<file path="config.mk">
export PLATFORM = sky130hd
export DESIGN_NAME = io_port
export DESIGN_NICKNAME = d
export VERILOG_FILES = /design/src/inc/io_port_pkg.sv /design/src/inc/pin_cfg_if.sv /design/src/logic/pin_sync.sv /design/src/logic/pin_mode_decode.sv /design/src/logic/io_port.sv
export SDC_FILE = /design/constraint.sdc
export NUM_CORES = 1
export LEC_CHECK = 0
export BUFFER_PORTS_ARGS = -buffer_cell sky130_fd_sc_hd__buf_4
export CORE_MARGIN = 2
export CORE_UTILIZATION = 53
export DETAILED_ROUTE_END_ITERATION = 10
export PLACE_DENSITY = 0.87
export SETUP_SLACK_MARGIN = 0.15
export SYNTH_ARGS = -nofsm -noshare
export SYNTH_HDL_FRONTEND = slang
export SYNTH_HIERARCHICAL = 1
export SYNTH_SLANG_ARGS = --single-unit
</file>
<file path="constraint.sdc">
create_clock -name clk_sys -period 1.44 [get_ports clk_sys]
set_input_delay 0.072 -clock clk_sys [delete_from_list [all_inputs] [get_ports clk_sys]]
set_output_delay 0.072 -clock clk_sys [all_outputs]
set_load 0.005 [all_outputs]
</file>
<file path="src/inc/io_port_pkg.sv">
`default_nettype none
package io_port_pkg;
    localparam int PORT_W = 8;
    localparam int ADDR_W = 4;
    // Register offsets on the plain register port.
    localparam logic [ADDR_W-1:0] OFS_DATA = 4'h0;
    localparam logic [ADDR_W-1:0] OFS_DIR = 4'h1;
    localparam logic [ADDR_W-1:0] OFS_OPT = 4'h2;
    localparam logic [ADDR_W-1:0] OFS_IOPT = 4'h3;
    // Field position of the global enable in the interrupt option register.
    localparam int GEN_BIT = 4;
    // Values after reset.
    localparam logic [PORT_W-1:0] RST_DATA = 8'h00;
    localparam logic [PORT_W-1:0] RST_DIR = 8'h00;
    localparam logic [PORT_W-1:0] RST_OPT = 8'h00;
    localparam logic RST_GEN = 1'b0;
    // Synchroniser depth in clock cycles.
    localparam int SYNC_STAGES = 2;

    typedef enum {
        MODE_IN_PULLUP,
        MODE_IN_FLOAT,
        MODE_IN_IRQ,
        MODE_IN_ANALOG,
        MODE_OUT_OD,
        MODE_OUT_PP
    } pin_mode_type;

    // Maps the direction, option and data bits of one pin to its mode.
    function automatic pin_mode_type pin_mode_of(input logic dir, input logic opt,
                                                 input logic dat);
        pin_mode_type m;
        m = MODE_IN_PULLUP;
        case ({dir, opt, dat})
            3'b000: m = MODE_IN_PULLUP;
            3'b001: m = MODE_IN_FLOAT;
            3'b010: m = MODE_IN_IRQ;
            3'b011: m = MODE_IN_ANALOG;
            3'b100, 3'b101: m = MODE_OUT_OD;
            default: m = MODE_OUT_PP;
        endcase
        return m;
    endfunction
endpackage
`default_nettype wire

</file>
<file path="src/inc/pin_cfg_if.sv">
`default_nettype none
interface pin_cfg_if #(parameter int W = 8);
    logic [W-1:0] dir;
    logic [W-1:0] opt;
    logic [W-1:0] dat;
    logic [W-1:0] pull_en;
    logic [W-1:0] irq_en;
    logic [W-1:0] ana_en;
    logic [W-1:0] drive_oe;
    logic [W-1:0] drive_val;
    logic [W-1:0] is_input;

    modport ctrl (
        output dir,
        output opt,
        output dat,
        input pull_en,
        input irq_en,
        input ana_en,
        input drive_oe,
        input drive_val,
        input is_input
    );
    modport dec (
        input dir,
        input opt,
        input dat,
        output pull_en,
        output irq_en,
        output ana_en,
        output drive_oe,
        output drive_val,
        output is_input
    );
endinterface
`default_nettype wire

</file>
<file path="src/logic/pin_sync.sv">
`default_nettype none
module pin_sync import io_port_pkg::*; #(
    parameter int W = 8
) (
    // Clock and reset
    input wire logic clk_sys,
    input wire logic srst,
    // Asynchronous levels in, synchronised levels out
    input wire logic [W-1:0] async_in,
    output logic [W-1:0] sync_out
);
    logic [W-1:0] meta_ff;
    logic [W-1:0] hold_ff;
    logic [W-1:0] nxt_meta;
    logic [W-1:0] nxt_hold;

    // The first stage feeds only the second stage.
    always_comb begin
        nxt_meta = async_in;
        nxt_hold = meta_ff;
    end

    always_ff @(posedge clk_sys) begin
        if (srst) begin
            meta_ff <= '0;
            hold_ff <= '0;
        end else begin
            meta_ff <= nxt_meta;
            hold_ff <= nxt_hold;
        end
    end

    assign sync_out = hold_ff;
endmodule
`default_nettype wire

</file>
<file path="src/logic/pin_mode_decode.sv">
`default_nettype none
module pin_mode_decode import io_port_pkg::*; #(
    parameter int W = 8,
    parameter logic [W-1:0] ANALOG_MASK = '1
) (
    // Configuration in, per-pin controls out
    pin_cfg_if.dec cfg
);
    genvar i;
    generate
        for (i = 0; i < W; i++) begin : g_pin
            pin_mode_type m;
            assign m = pin_mode_of(cfg.dir[i], cfg.opt[i], cfg.dat[i]);
            assign cfg.pull_en[i] = (m == MODE_IN_PULLUP) || (m == MODE_IN_IRQ);
            assign cfg.irq_en[i] = (m == MODE_IN_IRQ);
            // Pins without an analog path simply float in this setting.
            assign cfg.ana_en[i] = (m == MODE_IN_ANALOG) && ANALOG_MASK[i];
            // Open drain only ever drives low; push-pull drives both levels.
            assign cfg.drive_oe[i] = (m == MODE_OUT_PP) ||
                                     ((m == MODE_OUT_OD) && !cfg.dat[i]);
            assign cfg.drive_val[i] = (m == MODE_OUT_PP) ? cfg.dat[i] : 1'b0;
            assign cfg.is_input[i] = !cfg.dir[i];
        end
    endgenerate
endmodule
`default_nettype wire

</file>
<file path="src/logic/io_port.sv">
// Function
// - Direction, option, data all zero: digital input with pull-up, no interrupt.
// - Direction and option zero, data one: input without pull-up or interrupt.
// - Direction zero, option one, data zero: input with pull-up and interrupt.
// - Direction zero, option and data one: pin routed to analog converter.
// - Direction one, option zero: open-drain output whatever the data bit.
// - Direction and option one: push-pull output driving the latched data.
// - Reading data of an input pin returns the live pin level.
// - Writing data of an input pin updates the latch selecting its characteristics.
// - Wait state keeps port state; enabled pin interrupt wakes the device.
// - Stop state keeps port state; enabled pin interrupt ends it.
// - Pin interrupt needs interrupt configuration and the global enable set.
// - Reset clears all port registers: every pin input with pull-up.
// - Output pin: write sets the latch, read returns the stored latch.
// - Each register bit position controls the pin with the same index. Here the interrupt option register holds only the global enable, at bit 4.
//
// Design decisions made here: the address map and the plain strobed port.
`default_nettype none
module io_port import io_port_pkg::*; #(
    parameter int W = PORT_W,
    parameter logic [W-1:0] ANALOG_MASK = '1
) (
    // Clock and reset
    input wire logic clk_sys,
    input wire logic srst,
    // Register port
    input wire logic [ADDR_W-1:0] reg_addr,
    input wire logic [7:0] reg_wdata,
    input wire logic reg_wr,
    input wire logic reg_rd,
    output logic [7:0] reg_rdata,
    // Pins
    input wire logic [W-1:0] pin_in,
    output logic [W-1:0] pin_out,
    output logic [W-1:0] pin_oe,
    output logic [W-1:0] pin_pullup,
    output logic [W-1:0] pin_analog,
    // Low-power state of the core
    input wire logic wait_mode,
    input wire logic stop_mode,
    // Toward the interrupt controller
    output logic ext_irq_req,
    output logic wake_req
);
    pin_cfg_if #(.W(W)) cfg ();

    logic [W-1:0] pin_sync_lvl;

    logic [W-1:0] pin_data_latch_ff;
    logic [W-1:0] dir_ff;
    logic [W-1:0] opt_ff;
    logic global_interrupt_enable_ff;
    logic [W-1:0] nxt_pin_data_latch;
    logic [W-1:0] nxt_dir;
    logic [W-1:0] nxt_opt;
    logic nxt_global_interrupt_enable;

    logic [7:0] rdata_ff;
    logic [7:0] nxt_rdata;

    logic [W-1:0] pin_out_ff;
    logic [W-1:0] pin_oe_ff;
    logic [W-1:0] pin_pullup_ff;
    logic [W-1:0] pin_analog_ff;
    logic irq_ff;
    logic wake_ff;
    logic [W-1:0] nxt_pin_out;
    logic [W-1:0] nxt_pin_oe;
    logic [W-1:0] nxt_pin_pullup;
    logic [W-1:0] nxt_pin_analog;
    logic nxt_irq;
    logic nxt_wake;

    logic [W-1:0] data_view;
    logic [7:0] data_word;
    logic [7:0] dir_word;
    logic [7:0] opt_word;
    logic [7:0] iopt_word;

    pin_sync #(
        .W(W)
    ) u_sync (
        .clk_sys(clk_sys),
        .srst(srst),
        .async_in(pin_in),
        .sync_out(pin_sync_lvl)
    );

    pin_mode_decode #(
        .W(W),
        .ANALOG_MASK(ANALOG_MASK)
    ) u_decode (
        .cfg(cfg.dec)
    );

    assign cfg.dir = dir_ff;
    assign cfg.opt = opt_ff;
    assign cfg.dat = pin_data_latch_ff;

    // Configuration registers. Low-power inputs do not touch them, so the
    // port keeps its state through wait and stop.
    always_comb begin
        nxt_pin_data_latch = pin_data_latch_ff;
        nxt_dir = dir_ff;
        nxt_opt = opt_ff;
        nxt_global_interrupt_enable = global_interrupt_enable_ff;
        if (reg_wr) begin
            case (reg_addr)
                OFS_DATA: nxt_pin_data_latch = reg_wdata[W-1:0];
                OFS_DIR: nxt_dir = reg_wdata[W-1:0];
                OFS_OPT: nxt_opt = reg_wdata[W-1:0];
                OFS_IOPT: nxt_global_interrupt_enable = reg_wdata[GEN_BIT];
                default: ;
            endcase
        end
    end

    always_ff @(posedge clk_sys) begin
        if (srst) begin
            pin_data_latch_ff <= RST_DATA;
            dir_ff <= RST_DIR;
            opt_ff <= RST_OPT;
            global_interrupt_enable_ff <= RST_GEN;
        end else begin
            pin_data_latch_ff <= nxt_pin_data_latch;
            dir_ff <= nxt_dir;
            opt_ff <= nxt_opt;
            global_interrupt_enable_ff <= nxt_global_interrupt_enable;
        end
    end

    // Input pins show their live level and output pins their latch. A
    // read-modify-write of this view would rewrite input characteristics.
    always_comb begin
        for (int i = 0; i < W; i++) begin
            data_view[i] = cfg.is_input[i] ? pin_sync_lvl[i]
                                           : pin_data_latch_ff[i];
        end
    end

    // Bits above a narrow port read as zero.
    always_comb begin
        data_word = '0;
        dir_word = '0;
        opt_word = '0;
        iopt_word = '0;
        data_word[W-1:0] = data_view;
        dir_word[W-1:0] = dir_ff;
        opt_word[W-1:0] = opt_ff;
        iopt_word[GEN_BIT] = global_interrupt_enable_ff;
    end

    // Read data stand for exactly the cycle after the strobe.
    always_comb begin
        nxt_rdata = '0;
        if (reg_rd) begin
            case (reg_addr)
                OFS_DATA: nxt_rdata = data_word;
                OFS_DIR: nxt_rdata = dir_word;
                OFS_OPT: nxt_rdata = opt_word;
                OFS_IOPT: nxt_rdata = iopt_word;
                default: nxt_rdata = '0;
            endcase
        end
    end

    always_ff @(posedge clk_sys) begin
        if (srst) begin
            rdata_ff <= '0;
        end else begin
            rdata_ff <= nxt_rdata;
        end
    end

    // Pin drive and the combined request. Every pin output is registered,
    // which costs one cycle after a register write.
    always_comb begin
        nxt_pin_out = cfg.drive_val;
        nxt_pin_oe = cfg.drive_oe;
        nxt_pin_pullup = cfg.pull_en;
        nxt_pin_analog = cfg.ana_en;
        // A low level on any interrupt pin raises the request while the global
        // enable is set; edge or level selection is left to the interrupt controller.
        nxt_irq = global_interrupt_enable_ff &&
                  |(cfg.irq_en & ~pin_sync_lvl);
        nxt_wake = nxt_irq && (wait_mode || stop_mode);
    end

    always_ff @(posedge clk_sys) begin
        if (srst) begin
            pin_out_ff <= '0;
            pin_oe_ff <= '0;
            pin_pullup_ff <= '1;
            pin_analog_ff <= '0;
            irq_ff <= 1'b0;
            wake_ff <= 1'b0;
        end else begin
            pin_out_ff <= nxt_pin_out;
            pin_oe_ff <= nxt_pin_oe;
            pin_pullup_ff <= nxt_pin_pullup;
            pin_analog_ff <= nxt_pin_analog;
            irq_ff <= nxt_irq;
            wake_ff <= nxt_wake;
        end
    end

    assign reg_rdata = rdata_ff;
    assign pin_out = pin_out_ff;
    assign pin_oe = pin_oe_ff;
    assign pin_pullup = pin_pullup_ff;
    assign pin_analog = pin_analog_ff;
    assign ext_irq_req = irq_ff;
    assign wake_req = wake_ff;
endmodule
`default_nettype wire

</file>
==> flow_metrics.py <==
metrics = {
    "worst_setup_path": {
        "cp_cell_sequence": "inv_2, mux2_2, nand2_1, a2111oi_1",
        "cp-end-kind": "flop",
        "arrival_ps": 1520,
        "slowest_stage": "a2111oi_1",
        "crit_buf_inv": 1,
        "critical_path.max_fanout": 6,
        "cp_top_family": "compound AO/OA/AOI/OAI gates",
        "critPathKind": "reg -> reg",
        "required_ps": 1650,
        "critPathMaxStageDelay_ps": 440,
        "cp-start-kind": "flop",
    },
    "clock_tree": {
        "path_clk_slew_ps": 70,
        "cts_root_buffer": "clkbuf_8",
        "clk_latency_ps": 350,
        "clock_sinks": 83,
        "numCtsBuffers": 9,
        "h-tree-depth": 3,
        "cts_tree": "done",
        "clockBufferDepth": 2,
    },
    "detailed_routing": {
        "drc": 0,
        "viasPerCell": 5.53,
        "detail_route.first_pass.iterations": 8,
        "routed_wl_mm": 7.58,
        "ant_nets": 0,
        "drt-initial-drc-count": 433,
        "route.vias.total": 2799,
        "wl_per_cell_um": 15.0,
    },
    "floorplan": {
        "rows": 28,
        "coreArea_um2": 5890,
        "ioPinCount": 68,
        "initial_core_util_pct": 54.4,
        "die_y_um": 81.7,
        "die_w_um": 81.7,
        "die_area_um2": 6680,
    },
    "global_route": {
        "use_met1_pct": 27.1,
        "antenna_found_initial": 0,
        "grt_pass1_vias": 2500,
        "busiest_layer": "met2",
        "grtUsageMet2_pct": 38.1,
        "grt_max_degree": 71,
        "grt_first_pass_wirelength_mm": 11.6,
        "gr-usage-met3_pct": 5.05,
        "grt_util_all_layers_pct": 23.1,
        "grt-ovfl-total": 0,
    },
    "sta": {
        "max_freq_ghz": 0.766,
        "setup_tns_ps": 0,
        "skew_ps": 3.81,
        "hold_slack_ps": 5.66,
        "fin_crit_sh_pct": 90.6,
        "slew_headroom_pct": 55.2,
        "worst-slew-pin-transition_ps": 673,
        "hold_viol": 0,
        "slew_violations": 0,
        "finalSetupViolCount": 0,
        "post-route-min-period_ps": 1310,
        "rsz0062_at_grt": "true",
    },
    "synth": {
        "synthTopCellsByArea": "dfxtp_1, nor2b_1, a21oi_1",
        "synth_fp_nets": 370,
        "ys_seq_area_share_pct": 51.9,
        "yosys.cell_types.count": 35,
        "synth_ff_type": "dfxtp_1",
        "ys_ff_latch": 83,
        "syn_area_per_cell_um2": 9.31,
        "synth-async-reset-ratio_pct": 0,
        "synthCells": 344,
        "syn-cell-area_um2": 3200,
        "ys_warn_count": 6,
        "synth_edf_count": 0,
        "yosysTopAreaCell": "dfxtp_1",
        "synth_top_cell_area_share_pct": 51.9,
    },
    "finish": {
        "drive_gt1_share_pct": 37.8,
        "num-fill-cells": 442,
        "layout.cells.non_filler": 506,
        "layout.cells.most_common": "buf_4",
        "utilization_pct": 70.3,
        "area_growth_syn_to_layout_pct": 29.2,
        "nNetsFinal": 454,
        "antenna_cells": 0,
        "final_cell_mix": "buf_4, dfxtp_1, a21oi_1, nor2b_1, nand3_1",
    },
    "place": {
        "post-place-cells": 480,
        "place_congestion": 0.907,
        "post-dp-hpwl_mm": 4.92,
        "port_buffers": 67,
    },
    "job": {
        "cap_violations": 0,
    },
    "pwr": {
        "total_power_mw": 4.00,
        "p_leak_nw": 1.64,
        "vdd_drop_max_uv": 638,
        "power_density_nw_per_um2": 967,
    },
    "hold_path": {
        "hp-class": "in -> reg",
    },
    "status": {
        "outcome": "finished clean",
    },
}
## final cells by class
| type | count | area [um^2] | area share [%] |
|---|---|---|---|
| Tap cell | 75 | 93.8 | 2.27 |
| Multi-Input combinational cell | 219 | 1410 | 34.1 |
| Inverter | 22 | 85.1 | 2.06 |
| Timing Repair Buffer | 93 | 721 | 17.4 |
| Clock buffer | 14 | 143 | 3.45 |
| Sequential cell | 83 | 1680 | 40.7 |
## per-stage QoR
stage                     setup WS, ps  area (um^2)
after floorplan                    193         3200
after global placement            61.1         3800
after detailed placement          29.9         3800
after CTS                          130         4060
after global routing              90.6         4140
final                              135         4140
## registers in the layout (all words and copies together), names as in the netlist
| name | count |
|---|---|
| u_sync/meta_ff | 8 |
| cfg.dir | 8 |
| u_sync/sync_out | 8 |
| reg_rdata | 8 |
| wake_req | 1 |
| ext_irq_req | 1 |
| pin_out | 8 |
| pin_oe | 8 |
| cfg.opt | 8 |
| pin_analog | 8 |
| pin_pullup | 8 |
| global_interrupt_enable_ff | 1 |
| cfg.dat | 8 |
## power by group
part	switching [mW]	leakage, nW	total [mW]	internal [mW]
registers	0.0222	0.681	2.35	2.33
clock network	0.735	0.0706	1.35	0.612
logic	0.164	0.892	0.305	0.141
total	0.921	1.64	4.00	3.08
## synth_stat cells (3+ instances only)
| master | instances |
|---|---|
| a2111oi_1 | 6 |
| a21oi_1 | 30 |
| a21oi_2 | 3 |
| a22oi_1 | 9 |
| and2b_2 | 6 |
| and3_1 | 10 |
| buf_4 | 3 |
| clkbuf_1 | 13 |
| dfxtp_1 | 83 |
| inv_1 | 14 |
| inv_2 | 8 |
| mux2_2 | 9 |
| nand2_1 | 11 |
| nand2b_1 | 3 |
| nand3_1 | 24 |
| nor2_1 | 16 |
| nor2b_1 | 31 |
| nor2b_2 | 8 |
| nor3_1 | 8 |
| o21ai_0 | 22 |
| o21ai_1 | 3 |
| or2_2 | 10 |
## metal layers
layer	up-vias	share of wire, %
met2	145	49
met3	40	8.5
li1	1339	-
met1	1275	39
met5	-	0
met4	0	3.8
## worst paths after layout
kind	startpoint	endpoint	slack [ps]	cells past startpoint
hold / removal	reg_wdata[2]	cfg.dir[2]	6	3
hold reg to reg	u_sync/meta_ff[6]	u_sync/sync_out[6]	440	1
setup reg to reg	cfg.dir[1]	reg_rdata[1]	130	4
setup / recovery	cfg.dir[1]	reg_rdata[1]	130	4
## worst min-delay path: stages
cell and delay (ps):
buf_4 120, nand3_1 60, a21oi_1 60
## kinds of logic after synthesis
kind of cell	share of synthesized area [%]
simple gates	24.3
compound gates	14.9
buf+inv	5.78
mux	3.16
flops	51.9
## timing repair
| item | in CTS | in global routing |
|---|---|---|
| gates resized for setup | 6 | 23 |
| hold endpoints to repair | 11 | 0 |
| hold buffers | 9 | 0 |
| setup buffers | 0 | 3 |
| pin swaps | 1 | 6 |
| gates cloned | 0 | 0 |
| setup endpoints to repair | 6 | 9 |
No activity file was read; power rests on OpenSTA's default activity.
